[src/conv_ctrl_pkg.sv]
package conv_ctrl_pkg;
  localparam logic [3:0] ADDR_CONTROL_ONE = 4'h0;
  localparam logic [3:0] ADDR_ANALOG_EN_UPPER = 4'h1;
  localparam logic [3:0] ADDR_RESULT = 4'h2;
  localparam logic [3:0] ADDR_TRANSFER_ZERO = 4'h3;
  localparam logic [3:0] ADDR_CONTROL_ZERO = 4'h4;
  localparam logic [3:0] ADDR_IRQ_STATUS = 4'h5;
  localparam logic [3:0] ADDR_IRQ_MASK = 4'h6;
  localparam logic [3:0] ADDR_BLOCK_SIZE = 4'h7;

  localparam int CHAN_MSB = 15;
  localparam int CHAN_LSB = 12;
  localparam int TRIG_MSB = 11;
  localparam int TRIG_LSB = 10;
  localparam int FORMAT_BIT = 9;
  localparam int INVERT_BIT = 8;
  localparam int DIV_MSB = 7;
  localparam int DIV_LSB = 5;
  localparam int CLKSRC_MSB = 4;
  localparam int CLKSRC_LSB = 3;
  localparam int SEQ_MSB = 2;
  localparam int SEQ_LSB = 1;
  localparam int BUSY_BIT = 0;
  localparam int AE_MSB = 7;
  localparam int AE_LSB = 4;
  localparam int TWO_BLOCK_BIT = 3;
  localparam int CONT_BIT = 2;
  localparam int BLOCK_ONE_BIT = 1;
  localparam int FETCH_BIT = 0;
  localparam int ENABLE_BIT = 1;
  localparam int START_BIT = 0;
  localparam int IRQ_RESULT_BIT = 0;
  localparam int IRQ_BLOCK_BIT = 1;

  localparam logic [15:0] CONTROL_ONE_RESET = 16'h0000;
  localparam logic [7:0] AE_RESET = 8'h00;
  localparam logic [7:0] TRANSFER_RESET = 8'h00;
  localparam logic [7:0] BLOCK_SIZE_RESET = 8'h00;
  localparam logic [9:0] SAMPLE_RESET = 10'h000;

  localparam logic [1:0] TRIG_SOFTWARE = 2'h0;
  localparam logic [1:0] SEQ_SINGLE = 2'h0;
  localparam logic [1:0] SEQ_SEQUENCE = 2'h1;
  localparam logic [1:0] SEQ_REPEAT_SINGLE = 2'h2;
  localparam logic [1:0] SEQ_REPEAT_SEQUENCE = 2'h3;

  // Conversion length in divided conversion-clock ticks
  localparam logic [3:0] CONV_TICKS = 4'hd;

  typedef struct packed {
    logic [3:0] addr;
    logic [15:0] wdata;
    logic wr;
    logic rd;
  } bus_req_type;

  typedef enum logic [2:0] {
    IDLE = 3'b001,
    CONVERT = 3'b010,
    FINISH = 3'b100
  } conv_state_type;
endpackage

[src/conv_ctrl.sv]
// How it works
// [RQ1] Four-bit channel field picks single channel or highest sequence channel.
// [RQ2] Two-bit trigger source: software start bit or one of three timer outputs.
// [RQ3] Format clear: result right-justified binary, bits 15-10 zero.
// [RQ4] Format set: result left-justified two's complement, bits 5-0 zero.
// [RQ5] Conversion clock divided by divider field plus one.
// [RQ6] Two-bit field selects one of four conversion clock sources.
// [RQ7] Four sequence modes: single, sequence, repeat single, repeat sequence.
// [RQ8] Read-only busy bit high while any sequence, sample or conversion active.
// [RQ9] Upper analog-enable bits 7-4 enable pins A12-A15; low nibble reserved.
// [RQ10] Two-block bit chooses one-block or two-block transfer mode.
// [RQ11] Continuous bit clear stops after the block(s); set transfers continuously.
// [RQ12] Block-one bit reports last filled block, valid after first flag.
// [RQ13] Flag set per result, or per completed block when transferring.
// [RQ14] Configuration fields ignore writes while conversion enable is set.
// [RQ15] Transfer register upper nibble reads zero; fetch bit cleared at reset.
`timescale 1ns/1ps
module conv_ctrl (
  input wire logic clk,
  input wire logic rst_n,
  input wire conv_ctrl_pkg::bus_req_type busReq,
  output logic [15:0] readData,
  input wire logic [3:0] clockSources,
  input wire logic [2:0] timerOutputs,
  input wire logic [9:0] sampleCode,
  output logic [3:0] channelSelect,
  output logic [3:0] analogPinEnable,
  output logic irq
);
  import conv_ctrl_pkg::*;

  logic [15:0] controlOne;
  logic [7:0] analogEnable;
  logic [15:0] result;
  logic twoBlock;
  logic continuous;
  logic blockOne;
  logic fetchControl;
  logic convEnable;
  logic [7:0] blockSize;
  logic [1:0] irqStatus;
  logic [1:0] irqMask;
  conv_state_type state;
  logic [3:0] tickCount;
  logic [3:0] currentChannel;
  logic [7:0] transferCount;
  logic secondBlock;
  logic transferDone;
  logic [2:0] divCount;
  logic divTick;
  logic [2:0] syncClk0, syncClk1, syncClk2;
  logic [2:0] syncTrig0, syncTrig1, syncTrig2;
  logic srcClkLevel;
  logic srcClkPrev;
  logic trigLevel;
  logic trigPrev;
  logic [9:0] sampleSync1, sampleSync2, sampleSync3;
  logic [9:0] sampleHeld;
  logic softStart;

  logic wrCtl1, wrAe, wrDtc, wrCtl0, wrIrq, wrMask, wrSize;
  logic resultEvent;
  logic blockEvent;
  logic [1:0] irqEvents;
  logic trigEdge;
  logic srcEdge;
  logic [1:0] trigSel;
  logic [1:0] seqMode;
  logic lastChannel;
  logic repeatMode;
  logic transferActive;
  logic [15:0] formatted;
  logic [15:0] next_read;

  assign wrCtl1 = busReq.wr && busReq.addr == ADDR_CONTROL_ONE;
  assign wrAe = busReq.wr && busReq.addr == ADDR_ANALOG_EN_UPPER;
  assign wrDtc = busReq.wr && busReq.addr == ADDR_TRANSFER_ZERO;
  assign wrCtl0 = busReq.wr && busReq.addr == ADDR_CONTROL_ZERO;
  assign wrIrq = busReq.wr && busReq.addr == ADDR_IRQ_STATUS;
  assign wrMask = busReq.wr && busReq.addr == ADDR_IRQ_MASK;
  assign wrSize = busReq.wr && busReq.addr == ADDR_BLOCK_SIZE;
  assign trigSel = controlOne[TRIG_MSB:TRIG_LSB];
  assign seqMode = controlOne[SEQ_MSB:SEQ_LSB];

  // Pin-level inputs pass three flops; second and third must agree
  generate
    for (genvar i = 0; i < 3; i++) begin : g_sync
      always_ff @(posedge clk or negedge rst_n) begin
        if (!rst_n) begin
          syncClk0[i] <= 1'b0;
          syncClk1[i] <= 1'b0;
          syncClk2[i] <= 1'b0;
          syncTrig0[i] <= 1'b0;
          syncTrig1[i] <= 1'b0;
          syncTrig2[i] <= 1'b0;
        end else begin
          syncClk0[i] <= clockSources[i + 1];
          syncClk1[i] <= syncClk0[i];
          syncClk2[i] <= syncClk1[i];
          syncTrig0[i] <= timerOutputs[i];
          syncTrig1[i] <= syncTrig0[i];
          syncTrig2[i] <= syncTrig1[i];
        end
      end
    end
  endgenerate

  always_ff @(posedge clk or negedge rst_n) begin
    if (!rst_n) begin
      sampleSync1 <= SAMPLE_RESET;
      sampleSync2 <= SAMPLE_RESET;
      sampleSync3 <= SAMPLE_RESET;
      sampleHeld <= SAMPLE_RESET;
    end else begin
      sampleSync1 <= sampleCode;
      sampleSync2 <= sampleSync1;
      sampleSync3 <= sampleSync2;
      // A code is captured only when two successive samples agree, so a mix seen in one sample alone is dropped
      if (sampleSync2 == sampleSync3) begin
        sampleHeld <= sampleSync3;
      end
    end
  end

  // Source clock select; the internal oscillator is a flop toggled every clk, giving clk/2
  always_ff @(posedge clk or negedge rst_n) begin
    if (!rst_n) begin
      srcClkLevel <= 1'b0;
      srcClkPrev <= 1'b0;
      trigLevel <= 1'b0;
      trigPrev <= 1'b0;
    end else begin
      // [RQ6] clock source select
      if (controlOne[CLKSRC_MSB:CLKSRC_LSB] != 2'h0) begin
        if (syncClk1[controlOne[CLKSRC_MSB:CLKSRC_LSB] - 2'h1] ==
            syncClk2[controlOne[CLKSRC_MSB:CLKSRC_LSB] - 2'h1]) begin
          srcClkLevel <= syncClk2[controlOne[CLKSRC_MSB:CLKSRC_LSB] - 2'h1];
        end
      end else begin
        srcClkLevel <= ~srcClkLevel;
      end
      srcClkPrev <= srcClkLevel;
      // [RQ2] timer trigger select
      if (trigSel != TRIG_SOFTWARE && syncTrig1[trigSel - 2'h1] == syncTrig2[trigSel - 2'h1]) begin
        trigLevel <= syncTrig2[trigSel - 2'h1] ^ controlOne[INVERT_BIT];
      end
      trigPrev <= trigLevel;
    end
  end

  assign srcEdge = srcClkLevel && !srcClkPrev;
  assign trigEdge = trigSel == TRIG_SOFTWARE ? softStart : (trigLevel && !trigPrev);

  // [RQ5] divide by field plus one
  always_ff @(posedge clk or negedge rst_n) begin
    if (!rst_n) begin
      divCount <= 3'h0;
      divTick <= 1'b0;
    end else begin
      divTick <= 1'b0;
      if (srcEdge) begin
        if (divCount >= controlOne[DIV_MSB:DIV_LSB]) begin
          divCount <= 3'h0;
          divTick <= 1'b1;
        end else begin
          divCount <= divCount + 3'h1;
        end
      end
    end
  end

  always_ff @(posedge clk or negedge rst_n) begin
    if (!rst_n) begin
      convEnable <= 1'b0;
      softStart <= 1'b0;
    end else begin
      softStart <= wrCtl0 && busReq.wdata[START_BIT] && busReq.wdata[ENABLE_BIT];
      if (wrCtl0) begin
        convEnable <= busReq.wdata[ENABLE_BIT];
      end
    end
  end

  assign lastChannel = currentChannel == 4'h0;
  assign repeatMode = seqMode == SEQ_REPEAT_SINGLE || seqMode == SEQ_REPEAT_SEQUENCE;

  // [RQ7] sequence mode engine
  always_ff @(posedge clk or negedge rst_n) begin
    if (!rst_n) begin
      state <= IDLE;
      tickCount <= 4'h0;
      currentChannel <= 4'h0;
    end else begin
      case (state)
        IDLE: begin
          if (trigEdge && convEnable) begin
            state <= CONVERT;
            tickCount <= 4'h0;
            // [RQ1] channel field start
            currentChannel <= controlOne[CHAN_MSB:CHAN_LSB];
          end
        end
        CONVERT: begin
          if (divTick) begin
            if (tickCount == CONV_TICKS - 4'h1) begin
              state <= FINISH;
            end else begin
              tickCount <= tickCount + 4'h1;
            end
          end
        end
        FINISH: begin
          tickCount <= 4'h0;
          if (seqMode == SEQ_SEQUENCE || seqMode == SEQ_REPEAT_SEQUENCE) begin
            if (!lastChannel) begin
              currentChannel <= currentChannel - 4'h1;
              state <= CONVERT;
            end else if (repeatMode && convEnable && !transferDone) begin
              currentChannel <= controlOne[CHAN_MSB:CHAN_LSB];
              state <= CONVERT;
            end else begin
              state <= IDLE;
            end
          end else if (repeatMode && convEnable && !transferDone) begin
            state <= CONVERT;
          end else begin
            state <= IDLE;
          end
        end
        default: state <= IDLE;
      endcase
    end
  end

  assign resultEvent = state == FINISH;
  assign transferActive = blockSize != 8'h00;

  // [RQ3] right-justified binary; [RQ4] left-justified two's complement
  assign formatted = controlOne[FORMAT_BIT] ?
    {~sampleHeld[9], sampleHeld[8:0], 6'h00} : {6'h00, sampleHeld};

  always_ff @(posedge clk or negedge rst_n) begin
    if (!rst_n) begin
      result <= 16'h0000;
    end else if (resultEvent) begin
      result <= formatted;
    end
  end

  // Transfer controller block counting
  assign blockEvent = resultEvent && transferActive && !transferDone &&
                      transferCount == blockSize - 8'h01;
  always_ff @(posedge clk or negedge rst_n) begin
    if (!rst_n) begin
      transferCount <= 8'h00;
      secondBlock <= 1'b0;
      blockOne <= 1'b0;
      transferDone <= 1'b0;
    end else begin
      if (wrDtc || wrSize) begin
        transferCount <= 8'h00;
        secondBlock <= 1'b0;
        transferDone <= 1'b0;
      end else if (resultEvent && transferActive && !transferDone) begin
        if (blockEvent) begin
          transferCount <= 8'h00;
          // [RQ12] block just filled
          blockOne <= !secondBlock;
          // [RQ10] one or two blocks
          if (twoBlock) begin
            secondBlock <= !secondBlock;
          end
          // [RQ11] stop unless continuous
          if (!continuous && (!twoBlock || secondBlock)) begin
            transferDone <= 1'b1;
          end
        end else begin
          transferCount <= transferCount + 8'h01;
        end
      end
    end
  end

  // [RQ14] writes ignored while enabled
  always_ff @(posedge clk or negedge rst_n) begin
    if (!rst_n) begin
      controlOne <= CONTROL_ONE_RESET;
    end else if (wrCtl1 && !convEnable) begin
      controlOne <= {busReq.wdata[15:1], 1'b0};
    end
  end

  // [RQ15] reserved nibble dropped; fetch reset clear
  always_ff @(posedge clk or negedge rst_n) begin
    if (!rst_n) begin
      twoBlock <= TRANSFER_RESET[TWO_BLOCK_BIT];
      continuous <= TRANSFER_RESET[CONT_BIT];
      fetchControl <= TRANSFER_RESET[FETCH_BIT];
      blockSize <= BLOCK_SIZE_RESET;
      analogEnable <= AE_RESET;
    end else begin
      if (wrDtc) begin
        twoBlock <= busReq.wdata[TWO_BLOCK_BIT];
        continuous <= busReq.wdata[CONT_BIT];
        fetchControl <= busReq.wdata[FETCH_BIT];
      end
      if (wrSize) begin
        blockSize <= busReq.wdata[7:0];
      end
      if (wrAe) begin
        analogEnable <= busReq.wdata[7:0];
      end
    end
  end

  // [RQ13] flag per result or per block
  assign irqEvents[IRQ_RESULT_BIT] = resultEvent && !transferActive;
  assign irqEvents[IRQ_BLOCK_BIT] = blockEvent;
  // Set wins over a simultaneous write-one clear
  always_ff @(posedge clk or negedge rst_n) begin
    if (!rst_n) begin
      irqStatus <= 2'h0;
      irqMask <= 2'h0;
      irq <= 1'b0;
    end else begin
      irqStatus <= (irqStatus & ~(wrIrq ? busReq.wdata[1:0] : 2'h0)) | irqEvents;
      if (wrMask) begin
        irqMask <= busReq.wdata[1:0];
      end
      irq <= |(irqStatus & irqMask);
    end
  end

  always_comb begin
    next_read = 16'h0000;
    case (busReq.addr)
      ADDR_CONTROL_ONE: begin
        next_read = controlOne;
        // [RQ8] busy while not idle
        next_read[BUSY_BIT] = state != IDLE;
      end
      ADDR_ANALOG_EN_UPPER: next_read = {8'h00, analogEnable[AE_MSB:AE_LSB], 4'h0};
      ADDR_RESULT: next_read = result;
      ADDR_TRANSFER_ZERO: next_read = {12'h000, twoBlock, continuous, blockOne, fetchControl};
      ADDR_CONTROL_ZERO: next_read = {14'h0000, convEnable, 1'b0};
      ADDR_IRQ_STATUS: next_read = {14'h0000, irqStatus};
      ADDR_IRQ_MASK: next_read = {14'h0000, irqMask};
      ADDR_BLOCK_SIZE: next_read = {8'h00, blockSize};
      default: next_read = 16'h0000;
    endcase
  end

  always_ff @(posedge clk or negedge rst_n) begin
    if (!rst_n) begin
      readData <= 16'h0000;
      channelSelect <= 4'h0;
      analogPinEnable <= 4'h0;
    end else begin
      readData <= busReq.rd ? next_read : 16'h0000;
      channelSelect <= currentChannel;
      // [RQ9] pins A12-A15
      analogPinEnable <= analogEnable[AE_MSB:AE_LSB];
    end
  end
endmodule

[config.mk]
export PLATFORM = sky130hd
export DESIGN_NAME = conv_ctrl
export DESIGN_NICKNAME = d
export VERILOG_FILES = /design/src/conv_ctrl_pkg.sv /design/src/conv_ctrl.sv
export SDC_FILE = /design/constraint.sdc
export NUM_CORES = 1
export LEC_CHECK = 0
export BUFFER_PORTS_ARGS = -buffer_cell sky130_fd_sc_hd__buf_2
export CAP_MARGIN = 20
export CORE_ASPECT_RATIO = 0.7
export CORE_MARGIN = 4
export CORE_UTILIZATION = 40
export DETAILED_ROUTE_END_ITERATION = 12
export PLACE_DENSITY = 0.67
export SLEW_MARGIN = 20
export SYNTH_ARGS = -nofsm -noshare
export SYNTH_HDL_FRONTEND = slang
export SYNTH_SLANG_ARGS = --single-unit
[constraint.sdc]
create_clock -name clk -period 3.3 [get_ports clk]
set_input_delay 0.165 -clock clk [delete_from_list [all_inputs] [get_ports clk]]
set_output_delay 0.165 -clock clk [all_outputs]
set_load 0.005 [all_outputs]
Word level (Yosys, flattened, before mapping)
Cells that the tools add are included.

word-level totals
  register bits = 169
  input bits = 41
  logic and storage cells = 191

operators by class
  add/sub/neg operators = 7
  $lt $le $gt $ge = 3
  equal/unequal tests = 26
  mux-type cells = 45
  bitwise logic cells = 8
  reduce and logical (&&, ||, !) cells = 52

operator list
  cell                                               count
  case mux 16 bit (8 select lines)                   1
  two-way mux 16 bit                                 2
  two-way mux 4 bit                                  7
  two-way mux 8 bit                                  3
  logical AND 1 bit                                  21
  two-way mux 1 bit                                  17
  == test 4 x 3 -> 1 bit (second input constant)     4
  two-way mux 3 bit                                  5
  nonzero test 2 bit                                 7
  case mux 4 bit (3 select lines)                    1
  AND reduction 3 bit                                4
  == test 10 bit                                     1
  case mux 3 bit (3 select lines)                    1
  adder 8 x 1 -> 8 bit (second input constant)       1
  binary-select mux 1 bit (select 2 bit)             4
  == test 4 x 2 -> 1 bit (second input constant)     2
  == test 8 bit                                      1
  zero test 1 bit                                    8
  zero test 4 bit                                    2
  inequality test 2 bit (second input constant)      4
  case mux 4 bit (2 select lines)                    1
  AND reduction 4 bit                                2
  nonzero test 8 bit                                 1
  subtractor 8 x 1 -> 8 bit (second input constant)  1
  27 further kinds                                   40

Longest topological paths before layout
Gate-level depths: netlist of run 1.

  depth after elaboration = 8
  depth in mapped cells = 8
  depth with buffers taken out = 8

Worst setup path after synthesis of run 1
No wires, ideal clock.

  path type = reg-to-reg
  start = reg blockSize[0]
  end = reg secondBlock
  arrival = 2190 ps
  path slack = 980 ps
  cell stages (with the launch flop) = 9
  path buffers = 0
  cells stage by stage = dfrtp_1 inv_1 ha_1 nand2b_1 o31a_1 or4_1 a2111o_1 o21ai_1 a21oi_1

on the way
  cells in the longest elaborated chain, start to end = 6

ends and longest elaborated chain
  element                                                                            line              RTL
  start, declared                                                                    conv_ctrl.sv:40   logic [7:0] blockSize;
  start signal, assigned                                                             conv_ctrl.sv:308  blockSize <= busReq.wdata[7:0];
  parallel branches: the longest is 5 deep, another holds subtractor 8 x 1 -> 8 bit  n/a
  AND reduction 3 bit (no source line) *                                             n/a
  end signal, assigned                                                               conv_ctrl.sv:271  secondBlock <= !secondBlock;
  end, declared                                                                      conv_ctrl.sv:47   logic secondBlock;

Mark *: on every way between the ends.
A chain may end at the register's enable or synchronous reset.

Final worst setup path of run 1
Same ends and word-level chain as after synthesis.

==> results of run 1 <==
==> final timing paths <==
check / slack, ns / start / cells after the start / end
max in group asynchronous: 2.05 / rst_n / 3 / readData[10]$_DFF_PN0_
min reg2reg: 0.35 / sampleSync1[3]$_DFF_PN0_ / 0 / sampleSync2[3]$_DFF_PN0_
max: 0.72 / blockSize[0]$_DFFE_PN0P_ / 8 / secondBlock$_DFFE_PN0P_
max reg2reg: 0.72 / blockSize[0]$_DFFE_PN0P_ / 8 / secondBlock$_DFFE_PN0P_
min in group asynchronous: 0.39 / rst_n / 2 / analogPinEnable[3]$_DFF_PN0_
min: 0.01 / busReq[8] / 2 / blockSize[6]$_DFFE_PN0P_
==> state kept, by name (all words and copies together) (netlist names), 4 cells and up <==
name             flops
transferCount        8
sampleHeld          10
analogEnable         4
channelSelect        4
sampleSync1         10
sampleSync3         10
analogPinEnable      4
controlOne          15
currentChannel       4
blockSize            8
readData            16
sampleSync2         10
result              16
tickCount            4
==> metal layers <==
metal	vias to the layer above	global-route usage (%)
li1	2259	-
met1	2423	24.88
met2	159	24.49
met3	21	3.570
met4	0	4.571
met5	-	0
==> kinds of logic (layout without fill, tap and decap cells) <==
family                   count (synthesis)  in the layout  share of synthesized area [%]
AO/OA/AOI/OAI                          100            100                          10.60
adder cells (fa/ha/maj)                 11             11                          1.993
flip-flops                             165            165                          59.81
AND/OR/NAND/NOR                        185            185                          13.63
XOR/XNOR                                22             22                          2.790
buffers and inverters                   44            150                          2.428
multiplexers                            55             55                          8.752
==> cell usage after synthesis, types with 3 or more instances <==
master and n:
a21oi_1 15, a211oi_1 3, xnor2_1 11, clkbuf_1 16
a22oi_1 8, nand3_1 22, inv_1 22, or3_1 4
a31oi_1 4, nor2_1 36, a221oi_1 4, o21ai_0 22
buf_1 3, nor2b_1 5, dfrtp_1 164, a21o_1 7
xor2_1 11, nand2b_1 7, mux2_1 4, and2_1 4
a222oi_1 4, and3_1 5, nand4_1 6, mux2i_1 12
nand3b_1 11, ha_1 11, a22o_1 6, nand2_1 59
mux2_2 39, nor3_1 10
==> cell type report <==
| class | count | area (sq um) |
|---|---|---|
| fill | 1435 | 8333 |
| sequential | 165 | 4130 |
| multi-input combinational | 373 | 2608 |
| timing repair buffer | 95 | 624.3 |
| clock buffer | 17 | 425.4 |
| tap | 225 | 281.5 |
| clock inverter | 15 | 151.4 |
| inverter | 23 | 86.33 |
==> power groups by stage <==
stage                     Sequential, uW  Clock (uW)  Combinational [uW]
final                               2530        1910                 893
after global routing                2560        2040                1010
after CTS                           2520        1940                 897
after detailed placement            2560           0                 863
after global placement              2550           0                 808
after floorplan                     2460           0                 636
==> stage by stage <==
step | total power, uW | cells | hold slack [ns] | utilization, % | cell area (sq um)
floorplan | 3098 | 582 | -0.1306 | - | 6905
global placement | 3353 | 855 | 0.2723 | 44.89 | 7470
detailed placement | 3421 | 855 | 0.2743 | 44.89 | 7470
CTS | 5363 | 913 | 0.002139 | 49.92 | 8307
global route | 5607 | 913 | 0.01621 | 49.92 | 8307
finish | 5334 | 913 | 0.01267 | 49.92 | 8307
==> layout by cell type (no fill, tap or decap), types with 7 or more instances in the layout <==
master and count:
a21o_1 7, a21oi_1 15, a22oi_1 8, buf_2 63
clkbuf_16 17, dfrtp_1 164, dlygate4sd3_1 26, ha_1 11
inv_1 22, mux2_2 39, mux2i_1 12, nand2_1 59
nand2b_1 7, nand3_1 22, nand3b_1 11, nor2_1 36
nor3_1 10, o21ai_0 22, xnor2_1 11, xor2_1 11
==> worst max-delay path, stage by stage (launching register included) <==
cell and delay [ns]:
dfrtp_1 0.44, inv_1 0.08, ha_1 0.17, nand2b_1 0.14
o31a_1 0.27, or4_1 0.57, a2111o_1 0.55, o21ai_1 0.16
a21oi_1 0.08
==> timing repair <==
item,4_1_cts,5_1_grt
buffers inserted,0,0
gates resized for setup,0,0
hold buffers,26,0
endpoints found under the setup margin,0,0
endpoints found under the hold margin,114,0
==> results_dict.tcl, run 1 <==
set metrics [dict create \
    status "complete, no violations" \
    synth_ff_type "dfrtp_1" \
    setup_viol 0 \
    netlist_area_sq_um 6905 \
    p_switching_uw 1619 \
    clkSlewWorstSetupHoldPaths_ns 0.07 \
    cap_violations 0 \
    yosysWarnings 0 \
    fin_nets 727 \
    crit_arrival_ns 2.88 \
    hold_violations 0 \
    p_per_area_nw_per_um2 642.1 \
    synth_top_area_share_pct 59.43 \
    start_util_pct 41.50 \
    coreArea_sq_um 16640 \
    tightest_slew_ns 1.028 \
    p_comb_share_pct 16.7 \
    hold_class "in -> reg" \
    drive_gt1_share_pct 22.53 \
    p_int_uw 3715 \
    grt_setup_unrepaired "no" \
    dr_wl_met3_um 936 \
    route.antenna.remaining_nets 0 \
    vias 4862 \
    vias_per_cell 5.325 \
    cp.required_ns 3.60 \
    clkSinkCount 165 \
    period_share_pct 78.29 \
    drt-met1-wl_um 7408 \
    period_needed_ns 2.584 \
    worst_setup_path_start_kind "flip-flop" \
    firstDrtPassIters 5 \
    globalRouteTotalUtil_pct 16.65 \
    grt_max_degree 94 \
    yosysSeqAreaShare_pct 59.81 \
    diodes 0 \
    synth_top_area_cell "dfrtp_1" \
    syn_to_final_growth_pct 20.29 \
    tns_ns 0 \
    first_global_vias 4966 \
    ys_async_sr_fraction_pct 100.0 \
    place.port_buffers 64 \
    antenna_found_initial 0 \
    drc 0 \
    cts_root_buf "clkbuf_16" \
    cts_tree "done" \
    ir_drop_uv 371.9 \
    clock_skew_ns 0.007205 \
    clockBufferDepth 2 \
    place_congestion 0.8531 \
    top_layer "met4" \
    cp-end-kind "flip-flop" \
    dr_wl_met2_um 6875 \
    grt_pass1_wl_um 25790 \
    layout_setup_ws_ns 0.7165 \
    dieArea_sq_um 19460 \
    num_rows 39 \
    syn_nets 634 \
    synth.area.top_cells "dfrtp_1, mux2_2, nand2_1, ha_1, nor2_1" \
    seqPwrFrac_pct 47.4 \
    routed_wl_um 15430 \
    routedWlPerCell_um 16.90 \
    ios 66 \
    p_sw_share_pct 30.35 \
    fmax_mhz 387.1 \
    slew_headroom_pct 30.87 \
    synth_cell_types 67 \
    postSynthRegisterBits 165 \
    syn_inst 582 \
    leakagePower_uw 0.003835 \
    worstSkewPairLatency_ns 0.42 \
    critical_path_class "reg -> reg" \
    p_clk_share_pct 35.9 \
    final_max_slew_viol_count 0 \
    dp_hpwl_um 10840 \
    h-tree-depth 4 \
    numCtsBuffers 17 \
    critical_path.max_fanout 6 \
    grt-ovfl-total 0 \
    syn_avg_cell_area_sq_um 11.86 \
    fp.dieW_um 165.0 \
    die_h_um 117.9 \
    post-place-ws_ns 0.7544 \
    dr.first_iter.drc_count 461 \
    synth_edf_count 0 \
]
No activity file was read; power rests on OpenSTA's default activity.
==> inputs of run 2 (changes only) <==
--- a/config.mk
+++ b/config.mk
@@ -11,7 +11,7 @@
 export CORE_MARGIN = 4
 export CORE_UTILIZATION = 40
 export DETAILED_ROUTE_END_ITERATION = 12
-export PLACE_DENSITY = 0.67
+export PLACE_DENSITY = 0.69
 export SLEW_MARGIN = 20
 export SYNTH_ARGS = -nofsm -noshare
 export SYNTH_HDL_FRONTEND = slang
==> constraint.sdc (replaced) <==
create_clock -name clk -period 2.1 [get_ports clk]
set_input_delay 0.105 -clock clk [delete_from_list [all_inputs] [get_ports clk]]
set_output_delay 0.105 -clock clk [all_outputs]
set_load 0.005 [all_outputs]
==> results_dict.tcl, run 2 (same netlist as run 1, synthesis figures left out) <==
set metrics [dict create \
    cp.required_ns 2.41 \
    setup_viol 12 \
    cp-end-kind "flip-flop" \
    first_global_vias 5069 \
    place.port_buffers 64 \
    fp.dieW_um 165.0 \
    drive_gt1_share_pct 27.27 \
    cp_cell_sequence "nor3_1 > a21oi_1 > or4_4 > a2111o_1 > nor3_2 > nor2_1" \
    grt_max_degree 64 \
    drc 0 \
    path_buf_inv 0 \
    start_util_pct 41.50 \
    p_per_area_nw_per_um2 990.5 \
    final_max_slew_viol_count 0 \
    critical_path_class "reg -> reg" \
    tightest_slew_ns 0.8437 \
    cp_slowest_stage_delay_ns 0.57 \
    hold_class "in -> reg" \
    routedWlPerCell_um 16.35 \
    post-place-cells 887 \
    final_common_cell "dfrtp_1" \
    globalRouteTotalUtil_pct 16.81 \
    routed_wl_um 15550 \
    fmax_mhz 421.3 \
    dr.first_iter.drc_count 382 \
    reg_top3 "readData x16, result x16, controlOne x15" \
    crit_arrival_ns 2.69 \
    syn_to_final_growth_pct 26.09 \
    h-tree-depth 4 \
    clkSlewWorstSetupHoldPaths_ns 0.07 \
    slew_headroom_pct 43.76 \
    final_cell_area_sq_um 8707 \
    dp_hpwl_um 11270 \
    tns_ns -2.478 \
    n_fill_cell 1409 \
    cts_tree "done" \
    num_rows 39 \
    leakagePower_uw 0.004027 \
    cap_violations 0 \
    grt_pass1_wl_um 26050 \
    register_area_sq_um 4130 \
    worstSkewPairLatency_ns 0.43 \
    layout_setup_ws_ns -0.2736 \
    route.antenna.remaining_nets 0 \
    violations "negative setup slack" \
    status "finished with violations" \
    critical_path.max_fanout 6 \
    clock_skew_ns 0.01212 \
    antenna_found_initial 0 \
    period_share_pct 113.0 \
    crit_family "simple AND/OR/NAND/NOR gates" \
    period_needed_ns 2.374 \
    worst_setup_path_start_kind "flip-flop" \
    dpl-instance-area_sq_um 7759 \
    diodes 0 \
    instances_no_fill 951 \
    multi_input_area_sq_um 2676 \
    place_congestion 0.8699 \
    cts_root_buf "clkbuf_16" \
    dieArea_sq_um 19460 \
    coreArea_sq_um 16640 \
    clkSinkCount 165 \
    ios 66 \
    grt-ovfl-total 0 \
    hold_violations 0 \
    crit_slowest_cell "or4_4" \
    numCtsBuffers 17 \
    vias 4930 \
    fin_nets 765 \
    firstDrtPassIters 5 \
    vias_per_cell 5.184 \
    mostFrequentLayoutCells "dfrtp_1, buf_2, nand2_1, mux2_2" \
    grt_setup_unrepaired "yes" \
    clockBufferDepth 2 \
    ir_drop_uv 539.1 \
    die_h_um 117.9 \
]
[run 2: metrics by stage]
| stage | power (uW) | util, % | hold WS [ns] | setup slack (ns) |
|---|---|---|---|---|
| 6_report | 8624 | 52.33 | 0.02780 | -0.2736 |
| 5_1_grt | 9082 | 52.33 | 0.02866 | -0.3946 |
| 4_1_cts | 8638 | 52.06 | 0.01183 | -0.2510 |
| 3_5_place_dp | 5534 | 46.63 | 0.08276 | -0.2430 |
| 3_3_place_gp | 5443 | 46.63 | 0.07787 | -0.1428 |
| 2_1_floorplan | 4893 | - | -0.1906 | -0.1289 |
[run 2: layout make-up]
class	instances	area share [%]
sequential	165	47.43
multi-input combinational	373	30.74
timing repair buffer	133	10.91
clock buffer	17	4.886
tap	225	3.233
clock inverter	15	1.811
inverter	23	0.9915
[run 2: layer usage]
layer	GRT usage, %	share of wire, %	wire length, um	vias up
met5	0	0	0	-
met4	5.610	1.3	208	0
met3	3.605	6.0	928	18
met2	24.44	44	6850	152
met1	24.93	49	7561	2423
li1	-	-	-	2337
[run 2: worst paths after layout]
kind / from / to / slack (ns) / cells past startpoint
max in group asynchronous: rst_n / sampleSync1[5]$_DFF_PN0_ / 1.21 / 3
min reg2reg: sampleSync1[4]$_DFF_PN0_ / sampleSync2[4]$_DFF_PN0_ / 0.35 / 0
max reg2reg: blockSize[3]$_DFFE_PN0P_ / blockOne$_DFFE_PN0P_ / -0.27 / 6
max: blockSize[3]$_DFFE_PN0P_ / blockOne$_DFFE_PN0P_ / -0.27 / 6
min: busReq[3] / irqMask[1]$_DFFE_PN0P_ / 0.03 / 2
min in group asynchronous: rst_n / syncClk1[0]$_DFF_PN0_ / 0.19 / 2
[run 2: report_power, final]
part	leakage (uW)	switching [uW]	total, uW	internal [uW]
logic	0.00166	814	1650	838
clock network	0.000278	1440	3030	1590
registers	0.00209	358	3940	3580
total	0.00403	2610	8620	6010
[run 2: repair_timing]
item                                   in CTS  in global routing
hold buffers                               32                  0
endpoints found under the hold margin      94                  0
cloned                                      0                  0
pin swaps                                   1                  9
setup endpoints to repair                  12                 19
resized for setup                           1                 10
setup buffers                               0                  0
==> inputs of run 3 (changes only) <==
--- a/config.mk
+++ b/config.mk
@@ -12,6 +12,7 @@
 export CORE_UTILIZATION = 40
 export DETAILED_ROUTE_END_ITERATION = 12
 export PLACE_DENSITY = 0.69
+export RECOVER_POWER = 25
 export SLEW_MARGIN = 20
 export SYNTH_ARGS = -nofsm -noshare
 export SYNTH_HDL_FRONTEND = slang
==> results_dict.tcl, run 3 (same netlist as run 1, synthesis figures left out) <==
set metrics [dict create \
    h-tree-depth 4 \
    slew_headroom_pct 13.13 \
    ios 66 \
    worst_setup_path_start_kind "flip-flop" \
    post-place-cells 887 \
    start_util_pct 41.50 \
    tightest_slew_ns 1.303 \
    clockBufferDepth 2 \
    ir_drop_uv 539.2 \
    cts_root_buf "clkbuf_16" \
    reg_top3 "readData x16, result x16, controlOne x15" \
    route.antenna.remaining_nets 0 \
    fp.dieW_um 165.0 \
    final_max_slew_viol_count 0 \
    violations "negative setup slack" \
    period_needed_ns 2.374 \
    cp.required_ns 2.41 \
    layout_setup_ws_ns -0.2736 \
    grtUsageMet3_pct 3.605 \
    coreArea_sq_um 16640 \
    vias 4935 \
    p_comb_share_pct 19.1 \
    crit_slowest_cell "or4_4" \
    hold_class "in -> reg" \
    cap_violations 0 \
    finalPower_uw 8623 \
    tns_ns -2.478 \
    setup_viol 12 \
    p_int_uw 6011 \
    cp_cell_sequence "nor3_1 > a21oi_1 > or4_4 > a2111o_1 > nor3_2 > nor2_1" \
    grt_pass1_wl_um 26050 \
    p_switching_uw 2612 \
    instances_no_fill 951 \
    p_sw_share_pct 30.30 \
    clkSlewWorstSetupHoldPaths_ns 0.07 \
    first_global_vias 5069 \
    hold_violations 0 \
    numCtsBuffers 17 \
    grt-busiest-layer "met1" \
    cts_tree "done" \
    cp_slowest_stage_delay_ns 0.57 \
    cp-end-kind "flip-flop" \
    num_rows 39 \
    dpl-instance-area_sq_um 7759 \
    crit_arrival_ns 2.69 \
    p_per_area_nw_per_um2 991.1 \
    p_clk_share_pct 35.2 \
    post-place-ws_ns -0.2430 \
    seqPwrFrac_pct 45.7 \
    mostFrequentLayoutCells "dfrtp_1, buf_2, nand2_1, mux2_2" \
    syn_to_final_growth_pct 26.00 \
    dp_hpwl_um 11270 \
    diodes 0 \
    n_fill_cell 1411 \
    dieArea_sq_um 19460 \
    clkSinkCount 165 \
    drive_gt1_share_pct 27.27 \
    leakagePower_uw 0.004026 \
    drc 0 \
    grt_setup_unrepaired "yes" \
    use_met2_pct 24.44 \
    final_cell_area_sq_um 8701 \
    status "finished with violations" \
    routed_wl_um 15550 \
    globalRouteTotalUtil_pct 16.81 \
    place.port_buffers 64 \
    critical_path_class "reg -> reg" \
    fin_nets 765 \
    antenna_found_initial 0 \
    routedWlPerCell_um 16.35 \
    dr.first_iter.drc_count 382 \
    firstDrtPassIters 5 \
    fmax_mhz 421.3 \
    postCtsSetupBuffers 0 \
    crit_family "simple AND/OR/NAND/NOR gates" \
    grt-ovfl-total 0 \
    period_share_pct 113.0 \
    vias_per_cell 5.189 \
    critical_path.max_fanout 6 \
    grt_max_degree 64 \
    gr-usage-met1_pct 24.93 \
    clock_skew_ns 0.01212 \
    path_buf_inv 0 \
    place_congestion 0.8699 \
    worstSkewPairLatency_ns 0.43 \
    final_common_cell "dfrtp_1" \
    die_h_um 117.9 \
]
## run 3: cell count changes in the layout (fill, tap and decap cells not counted), sizes merged
cell    before  now
buf        101  100
clkbuf      17   18
## run 3: worst paths after layout
kind / depth (start not counted) / endpoint / startpoint / slack, ns
max: 6 / blockOne$_DFFE_PN0P_ / blockSize[3]$_DFFE_PN0P_ / -0.27
min: 2 / irqMask[1]$_DFFE_PN0P_ / busReq[3] / 0.03
max reg2reg: 6 / blockOne$_DFFE_PN0P_ / blockSize[3]$_DFFE_PN0P_ / -0.27
min reg2reg: 0 / sampleSync2[4]$_DFF_PN0_ / sampleSync1[4]$_DFF_PN0_ / 0.35
max in group asynchronous: 3 / sampleSync1[5]$_DFF_PN0_ / rst_n / 0.65
min in group asynchronous: 2 / syncClk1[0]$_DFF_PN0_ / rst_n / 0.51
## run 3: timing repair
action                                 in CTS  in global routing
pin swaps                                   1                  9
setup endpoints to repair                  12                 19
gates resized for setup                     1                 10
hold buffers                               32                  0
gates cloned                                0                  0
endpoints found under the hold margin      94                  0
## run 3: cell type report
type / count / area (sq um) / share of cell area (%)
Clock buffer: 17 / 425.4 / 4.889
Clock inverter: 15 / 157.7 / 1.812
Inverter: 23 / 86.33 / 0.9922
Multi-Input combinational cell: 373 / 2676 / 30.76
Sequential cell: 165 / 4130 / 47.47
Tap cell: 225 / 281.5 / 3.236
Timing Repair Buffer: 133 / 943.4 / 10.84
## run 3: routing by layer
layer	routed length [um]	up-vias
li1	-	2337
met1	7569	2426
met2	6849	154
met3	922	18
met4	210	0
met5	0	-
## run 3: through the flow
| stage | hold slack [ns] | utilization, % |
|---|---|---|
| after global routing | 0.02866 | 52.29 |
| after global placement | 0.07787 | 46.63 |
| after CTS | 0.01183 | 52.06 |
| after floorplan | -0.1906 | - |
| final | 0.02779 | 52.29 |
| after detailed placement | 0.08276 | 46.63 |
## run 3: power by group through the flow
| stage | Clock, uW | Combinational (uW) | Sequential (uW) |
|---|---|---|---|
| 3_3_place_gp | 0 | 1480 | 3960 |
| 5_1_grt | 3240 | 1850 | 4000 |
| 2_1_floorplan | 0 | 1020 | 3870 |
| 3_5_place_dp | 0 | 1550 | 3990 |
| 4_1_cts | 3100 | 1610 | 3930 |
| 6_report | 3030 | 1650 | 3940 |
